**src/hdl/imste_cfg.svh**
```systemverilog
// constants for the two-wire master start and transmit engine
`ifndef IMSTE_CFG_SVH
`define IMSTE_CFG_SVH
// ==========================================================
// timing
`define IMSTE_CLK_NS 20
`define IMSTE_INSTR_NS 80
`define IMSTE_INSTR_CLKS (`IMSTE_INSTR_NS / `IMSTE_CLK_NS)
`define IMSTE_HALF_CLKS (`IMSTE_INSTR_CLKS / 2)
`define IMSTE_LATE_INSTR 2
`define IMSTE_LATE_CLKS (`IMSTE_LATE_INSTR * `IMSTE_INSTR_CLKS)
`define IMSTE_PERIODS_PER_SCL 2
// ==========================================================
// field positions and reset values
`define IMSTE_CTRL2_START_BIT 0
`define IMSTE_CTRL2_RSTART_BIT 1
`define IMSTE_CTRL2_REQ_BITS 5
`define IMSTE_STAT_BF_BIT 0
`define IMSTE_STAT_SDET_BIT 3
`define IMSTE_CTRL2_ACK_BIT 6
`define IMSTE_RELOAD_W 7
`define IMSTE_LAST_DATA_BIT 4'h7
`define IMSTE_ACK_BIT_NUM 4'h8
`define IMSTE_BRG_RST 7'h00
`define IMSTE_BYTE_RST 8'h00
`endif

```
**src/hdl/imste_pkg.sv**
```systemverilog
// types for the two-wire master start and transmit engine
package imste_pkg;
  typedef enum logic [3:0] {
    IDLE, S_WAIT, S_HOLD, RS_SCLLO, RS_SDAREL, RS_SCLREL, RS_HIGH, RS_SDALO,
    TX_LOW, TX_REL, TX_HIGH
  } imste_state_type;
  typedef struct packed {
    imste_state_type st;
    logic [6:0] bit_rate_counter;
    logic [3:0] div;
    logic [3:0] age;
    logic [3:0] bitn;
    logic [7:0] shift;
    logic [7:0] txbuf;
    logic scl_lo;
    logic sda_lo;
    logic sreq;
    logic rsreq;
    logic sdet;
    logic bf;
    logic ack;
    logic write_collision_flag;
    logic bcl;
    logic pif;
    logic scl_m;
    logic scl_s;
    logic sda_m;
    logic sda_s;
  } imste_regs_type;
endpackage

```
**src/hdl/imste_engine.sv**
```systemverilog
// master start, repeated start and byte transmit engine of a two-wire port
`timescale 1ns/1ps
`default_nettype none
`include "imste_cfg.svh"
// Operation
// - each generated clock period spans two counter rollovers, set by reload value.
// - counter halts while released clock line is not yet sampled high.
// - clock sampled high reloads counter from 7-bit reload field and restarts.
// - start request with both lines high reloads counter and starts counting.
// - both lines high at expiry: pull data low, set start-detected bit.
// - one more period, then clear start request, stop counter, hold data low.
// - both lines low at start, or clock low first: collision, abort, idle.
// - buffer write during start sets write collision, buffer unchanged.
// - request bit writes ignored until start or repeated start completes.
// - repeated start request accepted only while idle.
// - repeated start: clock low, release data one period, then release clock.
// - both high one period, data low one period, clear request, keep data low.
// - start-detected on start seen; interrupt flag only after final period.
// - repeated start collision: data low at clock rise, or clock low early.
// - buffer write during repeated start sets write collision, buffer unchanged.
// - buffer write sets buffer-full and starts counter; cleared after 8 bits.
// - bits msb first, changed in the same cycle as the falling edge; low one period, high one period.
// - data line released on eighth falling edge for slave acknowledge.
// - ninth falling edge samples data into acknowledge status bit.
// - after ninth clock: interrupt flag, counter reloaded and left to run down to zero, clock low, data released.
// - write while shifting sets write collision; within 2 instruction cycles (8 clocks) buffer still updates.
// - write collision cleared only by software.
// - counter reloads from low 7 bits, counts twice per instruction cycle, stops at zero.
module imste_engine (
  // clock and reset
  input wire logic clk_in,
  input wire logic rst_n_in,
  // bus lines
  input wire logic scl_in,
  output logic scl_out,
  output logic scl_oe_out,
  input wire logic sda_in,
  output logic sda_out,
  output logic sda_oe_out,
  // software controls
  input wire logic [6:0] reload_in,
  input wire logic ctrl2_wr_in,
  input wire logic [4:0] ctrl2_data_in,
  input wire logic tx_wr_in,
  input wire logic [7:0] tx_data_in,
  input wire logic write_collision_flag_clr_in,
  input wire logic bcl_clr_in,
  input wire logic pif_clr_in,
  input wire logic sdet_clr_in,
  // software status
  output logic start_request_out,
  output logic repeated_start_request_out,
  output logic start_det_out,
  output logic buffer_full_flag_out,
  output logic ack_status_bit_out,
  output logic write_collision_flag_out,
  output logic bus_collision_flag_out,
  output logic port_interrupt_flag_out,
  output logic [7:0] transmit_buffer_out,
  output logic busy_out
);

  // ==========================================================
  // state
  imste_pkg::imste_regs_type r;
  imste_pkg::imste_regs_type n;
  logic tick;
  logic expire;
  logic scl_hi;
  logic sda_hi;
  logic start_busy;
  logic tx_busy;
  logic busy_nxt;
  logic busy_r;

  // abort any sequence: both lines released, requests dropped
  function automatic imste_pkg::imste_regs_type f_abort(input imste_pkg::imste_regs_type s);
    imste_pkg::imste_regs_type t;
    t = s;
    t.bcl = 1'b1;
    t.st = imste_pkg::IDLE;
    t.scl_lo = 1'b0;
    t.sda_lo = 1'b0;
    t.sreq = 1'b0;
    t.rsreq = 1'b0;
    t.bf = 1'b0;
    return t;
  endfunction

  // ==========================================================
  // next state
  always_comb
  begin
    n = r;
    scl_hi = r.scl_s;
    sda_hi = r.sda_s;
    // half instruction cycle tick: two counter steps per instruction cycle
    tick = (r.div == 4'(`IMSTE_HALF_CLKS - 1));
    expire = (r.bit_rate_counter == 7'h00);
    start_busy = (r.st != imste_pkg::IDLE) && (r.st != imste_pkg::TX_LOW) &&
                 (r.st != imste_pkg::TX_REL) && (r.st != imste_pkg::TX_HIGH);
    tx_busy = (r.st == imste_pkg::TX_LOW) || (r.st == imste_pkg::TX_REL) ||
              (r.st == imste_pkg::TX_HIGH);
    n.div = tick ? 4'h0 : r.div + 4'h1;
    n.scl_m = scl_in;
    n.scl_s = r.scl_m;
    n.sda_m = sda_in;
    n.sda_s = r.sda_m;
    // counter holds at zero until reloaded
    if (tick && r.bit_rate_counter != 7'h00)
    begin
      n.bit_rate_counter = r.bit_rate_counter - 7'h01;
    end
    if (r.age != 4'hF)
    begin
      n.age = r.age + 4'h1;
    end
    // clears first, so a same-cycle set below wins
    if (write_collision_flag_clr_in)
    begin
      n.write_collision_flag = 1'b0;
    end
    if (bcl_clr_in)
    begin
      n.bcl = 1'b0;
    end
    if (pif_clr_in)
    begin
      n.pif = 1'b0;
    end
    if (sdet_clr_in)
    begin
      n.sdet = 1'b0;
    end
    // request bits are locked while a start is in flight
    if (ctrl2_wr_in && !start_busy)
    begin
      n.sreq = ctrl2_data_in[`IMSTE_CTRL2_START_BIT];
      if (r.st == imste_pkg::IDLE)
      begin
        n.rsreq = ctrl2_data_in[`IMSTE_CTRL2_RSTART_BIT];
      end
    end
    if (tx_wr_in && start_busy)
    begin
      n.write_collision_flag = 1'b1;
    end
    if (tx_wr_in && tx_busy)
    begin
      n.write_collision_flag = 1'b1;
      // a quick rewrite still lands; the byte on the wire may be garbled
      if (r.age < 4'(`IMSTE_LATE_CLKS))
      begin
        n.txbuf = tx_data_in;
        n.shift = tx_data_in;
      end
    end
    case (r.st)
      imste_pkg::IDLE:
      begin
        if (r.sreq && !scl_hi && !sda_hi)
        begin
          n = f_abort(n);
        end
        else if (r.sreq && scl_hi && sda_hi)
        begin
          n.bit_rate_counter = reload_in;
          n.st = imste_pkg::S_WAIT;
        end
        else if (r.rsreq)
        begin
          n.scl_lo = 1'b1;
          n.st = imste_pkg::RS_SCLLO;
        end
        else if (tx_wr_in && !r.sreq)
        begin
          n.txbuf = tx_data_in;
          n.shift = tx_data_in;
          n.bf = 1'b1;
          n.bitn = 4'h0;
          n.age = 4'h0;
          n.bit_rate_counter = reload_in;
          n.scl_lo = 1'b1;
          n.sda_lo = ~tx_data_in[7];
          n.st = imste_pkg::TX_LOW;
        end
      end
      imste_pkg::S_WAIT:
      begin
        // clock dropping before our data edge means another master
        if (!scl_hi)
        begin
          n = f_abort(n);
        end
        else if (expire && sda_hi)
        begin
          n.sda_lo = 1'b1;
          n.sdet = 1'b1;
          n.bit_rate_counter = reload_in;
          n.st = imste_pkg::S_HOLD;
        end
        else if (expire)
        begin
          n = f_abort(n);
        end
      end
      imste_pkg::S_HOLD:
      begin
        if (expire)
        begin
          n.sreq = 1'b0;
          n.pif = 1'b1;
          n.st = imste_pkg::IDLE;
        end
      end
      imste_pkg::RS_SCLLO:
      begin
        if (!scl_hi)
        begin
          n.bit_rate_counter = reload_in;
          n.sda_lo = 1'b0;
          n.st = imste_pkg::RS_SDAREL;
        end
      end
      imste_pkg::RS_SDAREL:
      begin
        if (expire && sda_hi)
        begin
          n.scl_lo = 1'b0;
          n.st = imste_pkg::RS_SCLREL;
        end
        else if (expire)
        begin
          n = f_abort(n);
        end
      end
      imste_pkg::RS_SCLREL:
      begin
        // counter frozen until the released clock really rises
        if (scl_hi && !sda_hi)
        begin
          n = f_abort(n);
        end
        else if (scl_hi)
        begin
          n.bit_rate_counter = reload_in;
          n.st = imste_pkg::RS_HIGH;
        end
      end
      imste_pkg::RS_HIGH:
      begin
        if (!scl_hi)
        begin
          n = f_abort(n);
        end
        else if (expire)
        begin
          n.sda_lo = 1'b1;
          n.sdet = 1'b1;
          n.bit_rate_counter = reload_in;
          n.st = imste_pkg::RS_SDALO;
        end
      end
      imste_pkg::RS_SDALO:
      begin
        if (expire)
        begin
          n.rsreq = 1'b0;
          n.pif = 1'b1;
          n.st = imste_pkg::IDLE;
        end
      end
      imste_pkg::TX_LOW:
      begin
        if (expire)
        begin
          n.scl_lo = 1'b0;
          n.st = imste_pkg::TX_REL;
        end
      end
      imste_pkg::TX_REL:
      begin
        if (scl_hi)
        begin
          n.bit_rate_counter = reload_in;
          n.st = imste_pkg::TX_HIGH;
        end
      end
      imste_pkg::TX_HIGH:
      begin
        if (expire)
        begin
          n.scl_lo = 1'b1;
          n.bit_rate_counter = reload_in;
          if (r.bitn == `IMSTE_ACK_BIT_NUM)
          begin
            n.ack = sda_hi;
            n.pif = 1'b1;
            n.sda_lo = 1'b0;
            n.st = imste_pkg::IDLE;
          end
          else
          begin
            n.bitn = r.bitn + 4'h1;
            n.shift = {r.shift[6:0], 1'b0};
            n.st = imste_pkg::TX_LOW;
            if (r.bitn == `IMSTE_LAST_DATA_BIT)
            begin
              n.bf = 1'b0;
              n.sda_lo = 1'b0;
            end
            else
            begin
              n.sda_lo = ~r.shift[6];
            end
          end
        end
      end
      default:
      begin
        n.st = imste_pkg::IDLE;
      end
    endcase
    busy_nxt = (n.st != imste_pkg::IDLE);
  end

  // ==========================================================
  // registers
  always_ff @(posedge clk_in)
  begin
    if (!rst_n_in)
    begin
      r <= '{st: imste_pkg::IDLE, bit_rate_counter: `IMSTE_BRG_RST, div: 4'h0, age: 4'hF,
             bitn: 4'h0, shift: `IMSTE_BYTE_RST, txbuf: `IMSTE_BYTE_RST,
             scl_m: 1'b1, scl_s: 1'b1, sda_m: 1'b1, sda_s: 1'b1, default: 1'b0};
      busy_r <= 1'b0;
    end
    else
    begin
      r <= n;
      busy_r <= busy_nxt;
    end
  end

  // ==========================================================
  // outputs: open drain, only ever pulled low
  assign scl_out = 1'b0;
  assign sda_out = 1'b0;
  assign scl_oe_out = r.scl_lo;
  assign sda_oe_out = r.sda_lo;
  assign start_request_out = r.sreq;
  assign repeated_start_request_out = r.rsreq;
  assign start_det_out = r.sdet;
  assign buffer_full_flag_out = r.bf;
  assign ack_status_bit_out = r.ack;
  assign write_collision_flag_out = r.write_collision_flag;
  assign bus_collision_flag_out = r.bcl;
  assign port_interrupt_flag_out = r.pif;
  assign transmit_buffer_out = r.txbuf;
  assign busy_out = busy_r;
endmodule
`default_nettype wire

```
**config.mk**
```make
export PLATFORM = sky130hd
export DESIGN_NAME = imste_engine
export DESIGN_NICKNAME = d
export VERILOG_FILES = /design/src/hdl/imste_pkg.sv /design/src/hdl/imste_engine.sv
export VERILOG_INCLUDE_DIRS = /design/src /design/src/hdl
export SDC_FILE = /design/constraint.sdc
export NUM_CORES = 1
export LEC_CHECK = 0
export ABC_AREA = 0
export BUFFER_PORTS_ARGS = -buffer_cell sky130_fd_sc_hd__buf_2
export CORE_MARGIN = 2
export CORE_UTILIZATION = 40
export CTS_BUF_LIST = sky130_fd_sc_hd__clkbuf_4 sky130_fd_sc_hd__clkbuf_8 sky130_fd_sc_hd__clkbuf_16
export CTS_CLUSTER_SIZE = 20
export DETAILED_ROUTE_END_ITERATION = 8
export PLACE_DENSITY_LB_ADDON = 0.05
export SYNTH_ARGS = -nofsm -noshare
export SYNTH_HDL_FRONTEND = slang
export SYNTH_SLANG_ARGS = --single-unit
```
**constraint.sdc**
```tcl
create_clock -name clk_in -period 3 [get_ports clk_in]
set_input_delay 0.45 -clock clk_in [delete_from_list [all_inputs] [get_ports clk_in]]
set_output_delay 0.45 -clock clk_in [all_outputs]
set_load 0.005 [all_outputs]
```
---- Word level (Yosys, flattened, before mapping) ----
Cells that the tools add are included.
cells by class
  reduce and logical (&&, ||, !) cells .... 36
  equality and inequality tests ........... 38
  $add $sub $neg .......................... 4
  $lt $le $gt $ge ......................... 1
  muxes and demuxes ....................... 90
  bitwise operators ....................... 5
operator list
  cell                                           number
  two-way mux 11 bit                             11
  two-way mux 53 bit                             2
  one-hot mux 8 bit (5 select lines)             2
  two-way mux 26 bit                             3
  one-hot mux 12 bit (6 select lines)            1
  one-hot mux 7 bit (8 select lines)             1
  one-hot mux 4 bit (10 select lines)            1
  two-way mux 35 bit                             1
  two-way mux 1 bit                              33
  two-way mux 16 bit                             2
  two-way mux 29 bit                             1
  two-way mux 4 bit                              7
  two-way mux 12 bit                             2
  two-way mux 24 bit                             1
  != test 2 bit, second input constant           12
  one-hot mux 1 bit (7 select lines)             3
  nonzero test 7 bit                             3
  == test 4 x 3 -> 1 bit, second input constant  5
  one-hot mux 4 bit (5 select lines)             1
  two-way mux 9 bit                              2
  AND reduction 9 bit                            2
  == test 4 bit, second input constant           4
  != test 4 bit, second input constant           4
  logical AND 1 bit                              14
  32 further kinds                               56
storage, ports and cells
  output and inout port bits .............. 21
  logic and storage cells ................. 196
  bits of input ports ..................... 30
  register bits after elaboration ......... 54

---- Longest topological paths before layout ----
Gate-level depths: netlist of the first run.
  word-level depth ........................ 12
  depth in mapped cells ................... 9
  gate-level depth less buffers ........... 8

---- Least setup slack after synthesis of the first run ----
No wires, ideal clock.
  kind .................................... flip-flop to flip-flop
  start ................................... register r[42] (netlist bit)
  end ..................................... register busy_r, in the netlist busy_out
  required time ........................... 2.873 ns
  library setup time ...................... 0.127 ns
  buffers on the path ..................... 0
  stages on the path, launching flop included .. 9
  arrival time ............................ 1.840 ns
  period minus slack after synthesis ...... 1.967 ns
  setup slack ............................. 1.033 ns
  cell sequence ........................... dfxtp_1 -> inv_1 -> ha_1 -> nor2b_1 -> nand2_1 -> or3_1 -> a31oi_4 -> a21oi_1 -> or3_1
between the ends
  longest elaborated chain between the ends .. 6
  elaborated cells between the ends (all ways) .. 13
  classes of those cells .................. 10 x mux; 3 x reduce/logical
RTL lines
  element                                                         line                 source
  start, declared                                                 imste_engine.sv:65   imste_pkg::imste_regs_type r;
  start signal, assigned                                          imste_engine.sv:333  r <= '{st: imste_pkg::IDLE, bit_rate_counter: `IMSTE_BRG_RST, div: 4'h0, age: 4'hF,
  start signal, assigned                                          imste_engine.sv:340  r <= n;
  logical NOT 7 bit *                                             imste_engine.sv:99   expire = (r.bit_rate_counter == 7'h00);
  two-way mux 53 bit / logical AND 1 bit (equally long branches)  n/a
  two-way mux 11 bit                                              imste_engine.sv:195  else if (expire && sda_hi)
  two-way mux 53 bit                                              imste_engine.sv:191  if (!scl_hi)
  one-hot mux 4 bit (10 select lines) *                           imste_engine.sv:158  case (r.st)
  nonzero test 4 bit *                                            imste_engine.sv:324  busy_nxt = (n.st != imste_pkg::IDLE);
  end signal, assigned                                            imste_engine.sv:341  busy_r <= busy_nxt;
  end, declared                                                   imste_engine.sv:74   logic busy_r;
Every way passes the cells marked *; elsewhere a longest branch is shown, timed or not. The select of a mux whose other input is x is not followed.
A chain may end at the register's enable or synchronous reset.

---- Worst setup path in the final report of the first run ----
  start ................................... register r[42] (netlist bit)
  end ..................................... register r, in the netlist sda_oe_out
between the ends
  longest elaborated chain between the ends .. 5
  elaborated cells between the ends (all ways) .. 11
  classes of those cells .................. 3 x eq/ne; 5 x mux; 3 x reduce/logical
RTL lines
  element                                                         line
  logical NOT 7 bit *                                             imste_engine.sv:99
  two-way mux 53 bit / logical AND 1 bit (equally long branches)  n/a
  two-way mux 1 bit                                               imste_engine.sv:195
  two-way mux 53 bit                                              imste_engine.sv:191
  one-hot mux 1 bit (7 select lines)                              imste_engine.sv:158
Marks and branches as above.

==> results of run 1 <==
==> sequential cells by signal (all words and copies together), names as in the netlist <==
register                    flops
ack_status_bit_out              1
buffer_full_flag_out            1
bus_collision_flag_out          1
busy_out                        1
port_interrupt_flag_out         1
r                              32
repeated_start_request_out      1
scl_hi                          1
scl_oe_out                      1
sda_hi                          1
sda_oe_out                      1
start_det_out                   1
start_request_out               1
transmit_buffer_out             8
write_collision_flag_out        1
==> path summary, 6_finish.rpt <==
check          from          to  slack (ns)
max reg2reg   r[42]  sda_oe_out        0.56
min reg2reg    r[3]      scl_hi        0.42
min          sda_in        r[1]        0.31
max           r[42]  sda_oe_out        0.56
==> stage by stage <==
| stage | power [mW] | util | hold slack (ns) | setup slack [ns] |
|---|---|---|---|---|
| global route | 4.13 | 0.465 | 0.309 | 0.342 |
| global placement | 3.33 | 0.452 | 0.392 | 0.587 |
| detailed placement | 3.33 | 0.452 | 0.397 | 0.600 |
| finish | 3.85 | 0.465 | 0.315 | 0.555 |
| floorplan | 2.70 | - | 0.386 | 1.03 |
| CTS | 3.85 | 0.465 | 0.307 | 0.596 |
==> metal layers <==
| layer | vias to the layer above | global-route usage | wire length [um] |
|---|---|---|---|
| met5 | - | 0 | 0 |
| met2 | 117 | 0.354 | 4520 |
| met4 | 0 | 0.0458 | 106 |
| li1 | 1619 | - | - |
| met1 | 1563 | 0.308 | 4630 |
| met3 | 8 | 0.0295 | 561 |
==> cell families (layout without fill, tap and decap cells) <==
kind of cell             Yosys count  in the layout  share of synthesized area
AND/OR/NAND/NOR                  162            162                      0.263
AO/OA/AOI/OAI                    126            126                      0.251
flip-flops                        53             53                      0.310
buffers and inverters             52             87                     0.0735
multiplexers                      17             17                     0.0501
XOR/XNOR                          10             10                     0.0256
adder cells (fa/ha/maj)            7              7                     0.0249
other                              1              2                    0.00110
==> layout make-up <==
type                            count  area, um2
Fill cell                         869       4410
Clock inverter                      2       38.8
Tap cell                          105        131
Inverter                           15       56.3
Sequential cell                    53       1060
Timing Repair Buffer               65        375
Clock buffer                        5       68.8
Multi-Input combinational cell    324       2110
==> cells in the mapped netlist, types with 4 or more instances <==
library cell,instances
clkbuf_1,11
a31o_1,4
o22ai_1,5
buf_2,12
xnor2_1,6
ha_1,6
a21oi_1,28
inv_1,14
o21ai_0,18
nor3_1,10
nor2b_1,26
a31oi_1,9
xor2_1,4
o31ai_1,5
a211oi_1,5
o21ai_1,10
nand2_1,28
dfxtp_1,53
mux2i_1,16
nand3_1,9
nor2_1,36
nand3b_1,6
nor3b_1,5
buf_4,11
a222oi_1,6
nand2b_1,13
==> power groups by stage <==
stage               clock, mW  combinational [mW]  sequential [mW]
floorplan                   0                1.68             1.02
global placement            0                2.21             1.12
detailed placement          0                2.21             1.12
CTS                     0.522                2.22             1.11
global route            0.552                2.44             1.15
finish                  0.502                2.24             1.11
==> impl_metrics.env, run 1 <==
export IMPL_switching_share=0.464
export IMPL_initial_core_util=0.414
export IMPL_cts_resized=0
export IMPL_insertion_delay_ns=0.31
export IMPL_max_slew_margin=0.465
export IMPL_cp_top_family="simple AND/OR/NAND/NOR gates"
export IMPL_power_frac_clock=0.130
export IMPL_cp_cell_sequence="inv_1 -> ha_1 -> nor2b_1 -> nand2_1 -> buf_4 -> a211oi_1 -> o211ai_1 -> nor4_1 -> a211oi_1"
export IMPL_die_area_um2=9310
export IMPL_grt_pass1_vias=2995
export IMPL_worstPathRequired_ns=3.20
export IMPL_drt_total_wl_um=9820
export IMPL_synth_area_um2=3420
export IMPL_die_h_um=96.5
export IMPL_hold_viol_final=0
export IMPL_synth_distinct_cells=72
export IMPL_overflow=0
export IMPL_portBuffers=45
export IMPL_nets=500
export IMPL_antenna_cells=0
export IMPL_layout_min_cycle_time_ns=2.44
export IMPL_synthTopCellsByArea="dfxtp_1 (31%), nor2b_1 (4.8%), mux2i_1 (4.7%), a21oi_1 (4.1%), nor2_1 (4.0%)"
export IMPL_max_freq_mhz=409
export IMPL_hp_class="in -> reg"
export IMPL_ioPinCount=51
export IMPL_synth_top_area_cell="dfxtp_1"
export IMPL_seqPwrFrac=0.289
export IMPL_tightestPinTransition_ns=0.801
export IMPL_p_int_mw=2.07
export IMPL_cts_buffers=5
export IMPL_area_delta_synth_final_pct=12.4
export IMPL_async_flop_share=0
export IMPL_synth_avg_cell_area_um2=7.99
export IMPL_grt_pass1_wl_um=15700
export IMPL_skew_ns=0.00799
export IMPL_irDropWorstVdd_mv=0.430
export IMPL_setup_tns_ns=0
export IMPL_cp_buffers_inverters=2
export IMPL_min_delay_path_depth=2
export IMPL_root_buffer="clkbuf_8"
export IMPL_core_um2=8260
export IMPL_power_leakage_nw=1.51
export IMPL_max_stage_delay_ns=0.35
export IMPL_crit_type="reg -> reg"
export IMPL_critPathLaunchType="register"
export IMPL_rr_worst_depth=9
export IMPL_clk_path_buf_depth=2
export IMPL_crit_fanout=9
export IMPL_rows=33
export IMPL_cp_end_kind="register"
export IMPL_placed_area_um2=3740
export IMPL_cts_tree="yes"
export IMPL_dr_first_iter_drc_count=294
export IMPL_path_common_cell="a211oi_1"
export IMPL_avgRoutedWirePerCell_um=17.3
export IMPL_grt_max_degree=25
export IMPL_period_share=0.815
export IMPL_synth_edf_count=0
export IMPL_cts_sinks=53
export IMPL_route_detailed_drc=0
export IMPL_slowest_stage="dfxtp_1"
export IMPL_grt_usage=0.217
export IMPL_drv_slew=0
export IMPL_setup_viol=0
export IMPL_ys_seq_area_frac=0.310
export IMPL_ys_seq_elements=53
export IMPL_p_comb_frac=0.581
export IMPL_fin_cells=569
export IMPL_synth_top_area_share=0.310
export IMPL_drtPass1Iterations=5
export IMPL_via_count=3307
export IMPL_path_depth=9
export IMPL_layout_common_cells="dfxtp_1 (53), buf_2 (45), nor2_1 (36), nand2_1 (28), a21oi_1 (28)"
export IMPL_final_antenna_net_count=0
export IMPL_antenna_found_initial=0
export IMPL_dp_cells=562
export IMPL_ys_warn_count=0
export IMPL_syn_inst=428
export IMPL_htreeDepth=2
export IMPL_power_switching_mw=1.79
export IMPL_rsz0062_at_grt="no"
export IMPL_drive_above_1_share=0.185
export IMPL_ys_flop_type="dfxtp_1"
export IMPL_fin_area_um2=3840
export IMPL_final_common_cell="dfxtp_1"
export IMPL_viasPerCell=5.81
export IMPL_status="finished clean"
export IMPL_p_per_area_nw_per_um2=1000
export IMPL_dp_final_hpwl_um=7300
export IMPL_die_x_um=96.5
export IMPL_cts_hold_buffers=0
export IMPL_finalWeightedCongestion=0.916
export IMPL_clkTransAtPathRegs_ns=0.11
export IMPL_worstPathArrival_ns=2.64
export IMPL_maxCapViolCount=0
export IMPL_cts_setup_buffers=0
(Power assumes the default switching activity.)
==> run 2, diff against run 1 <==
- clock period: 3 -> 2 ns (I/O delays scaled with it)
==> run 2 against run 1 <==
Net effect: the flow now finishes with violations (setup timing); global-route usage increased by 2.6 points; sequential power rose by 41%; setup slack got worse by 0.63 ns; worst hold slack worse by 0.16 ns; clock-buffer cell count did not move; final cell count grew 15%; register-to-register slack worse by 0.63 ns; first-iteration DRC count increased by 7.5%; combinational power is 130% higher; clock power increased by 54%; fmax grew 18%; critical path type unchanged; largest power group unchanged.
==> impl_metrics.env, run 2 (synthesis results as in run 1) <==
export IMPL_htreeDepth=2
export IMPL_rsz0062_at_grt="yes"
export IMPL_clkTransAtPathRegs_ns=0.11
export IMPL_final_antenna_net_count=0
export IMPL_antenna_cells=0
export IMPL_clk_path_buf_depth=2
export IMPL_worstPathRequired_ns=2.20
export IMPL_grt_pass1_wl_um=17500
export IMPL_final_common_cell="buf_4"
export IMPL_rows=33
export IMPL_max_freq_mhz=482
export IMPL_postLayoutCoreUtil=0.567
export IMPL_seqPwrFrac=0.212
export IMPL_ioPinCount=51
export IMPL_setup_slack_ns=-0.0726
export IMPL_root_buffer="clkbuf_8"
export IMPL_area_delta_synth_final_pct=36.8
export IMPL_power_switching_mw=3.15
export IMPL_grt_max_degree=21
export IMPL_drv_slew=0
export IMPL_nets=585
export IMPL_layout_common_cells="buf_4 (101), dfxtp_1 (48), buf_2 (45), nor2_1 (34), a21oi_1 (27)"
export IMPL_hp_class="in -> reg"
export IMPL_pre_cts_slack_ns=-0.143
export IMPL_status="finished with violations"
export IMPL_die_x_um=96.5
export IMPL_maxCapViolCount=0
export IMPL_setup_viol=7
export IMPL_drt_total_wl_um=10900
export IMPL_via_count=3618
export IMPL_hold_viol_final=0
export IMPL_route_detailed_drc=0
export IMPL_dp_final_hpwl_um=8370
export IMPL_irDropWorstVdd_mv=0.652
export IMPL_period_share=1.04
export IMPL_largest_register_ffs=32
export IMPL_layout_min_cycle_time_ns=2.07
export IMPL_die_h_um=96.5
export IMPL_initial_core_util=0.414
export IMPL_cts_tree="yes"
export IMPL_grt_pass1_vias=3496
export IMPL_violations="setup timing"
export IMPL_crit_type="reg -> reg"
export IMPL_crit_fanout=5
export IMPL_cts_buffers=5
export IMPL_overflow=0
export IMPL_avgRoutedWirePerCell_um=16.7
export IMPL_regMostFlops="r"
export IMPL_insertion_delay_ns=0.31
export IMPL_p_comb_frac=0.683
export IMPL_die_area_um2=9310
export IMPL_skew_ns=0.00476
export IMPL_cts_sinks=53
export IMPL_grt_usage=0.244
export IMPL_critPathLaunchType="register"
export IMPL_power_frac_clock=0.104
export IMPL_drtPass1Iterations=6
export IMPL_drive_above_1_share=0.364
export IMPL_total_power_mw=7.39
export IMPL_worstPathArrival_ns=2.28
export IMPL_p_int_mw=4.24
export IMPL_power_leakage_nw=1.99
export IMPL_portBuffers=45
export IMPL_viasPerCell=5.52
export IMPL_switching_share=0.426
export IMPL_core_um2=8260
export IMPL_dr_first_iter_drc_count=316
export IMPL_p_per_area_nw_per_um2=1580
export IMPL_finalWeightedCongestion=0.970
export IMPL_cp_end_kind="register"
export IMPL_antenna_found_initial=0
[run 2: cell count changes in the layout (fill, tap and decap cells not counted), sizes merged]
cell / delta
buf: +85
clkinv: +1
[run 2: through the flow]
stage	cells	hold slack (ns)	cell area [um2]	TNS [ns]
floorplan	429	0.386	3420	0
global placement	636	0.388	4300	-1.29
detailed placement	636	0.392	4300	-1.16
CTS	650	0.150	4540	-0.0348
global route	655	0.174	4680	-0.782
finish	655	0.158	4680	-0.221
[run 2: critical path: stages, from the launching register on]
cell     delay (ns)
dfxtp_2        0.36
or4_4          0.59
nor2_4         0.22
buf_6          0.16
o22ai_2        0.07
nand2_1        0.10
a31oi_2        0.11
or3_1          0.37
[run 2: area by class of cell]
class | count | area, um2
well taps | 105 | 131
flip-flops and latches | 53 | 1070
inverters | 15 | 56.3
repair buffers | 150 | 1040
fillers | 818 | 3580
clock buffers | 5 | 68.8
clock inverters | 3 | 43.8
multi-input cells | 324 | 2270
[run 2: metal layers]
metal,GRT usage,share of wire,vias up
met1,0.331,0.45,1675
met4,0.0446,0.0079,0
li1,-,-,1801
met3,0.0341,0.064,8
met5,0,0,-
met2,0.417,0.47,134
[run 2: power groups by stage]
| stage | Clock, mW | Combinational, mW | Sequential, mW |
|---|---|---|---|
| floorplan | 0 | 2.52 | 1.53 |
| global placement | 0 | 4.41 | 1.56 |
| detailed placement | 0 | 4.41 | 1.57 |
| CTS | 0.797 | 4.78 | 1.56 |
| global route | 0.822 | 5.48 | 1.61 |
| finish | 0.771 | 5.05 | 1.57 |
[run 2: repair_timing]
item	CTS	global route
endpoints found under the hold margin	0	0
setup endpoints to repair	18	20
pin swaps	8	7
setup buffers	7	5
gates resized for setup	18	24
hold buffers	0	0
[run 2: path summary, 6_finish.rpt]
path | from | end | slack, ns | cells past startpoint
setup / recovery | r[47] | busy_out | -0.07 | 7
hold reg to reg | r[1] | sda_hi | 0.42 | 1
setup reg to reg | r[47] | busy_out | -0.07 | 7
hold / removal | sda_in | r[1] | 0.16 | 2
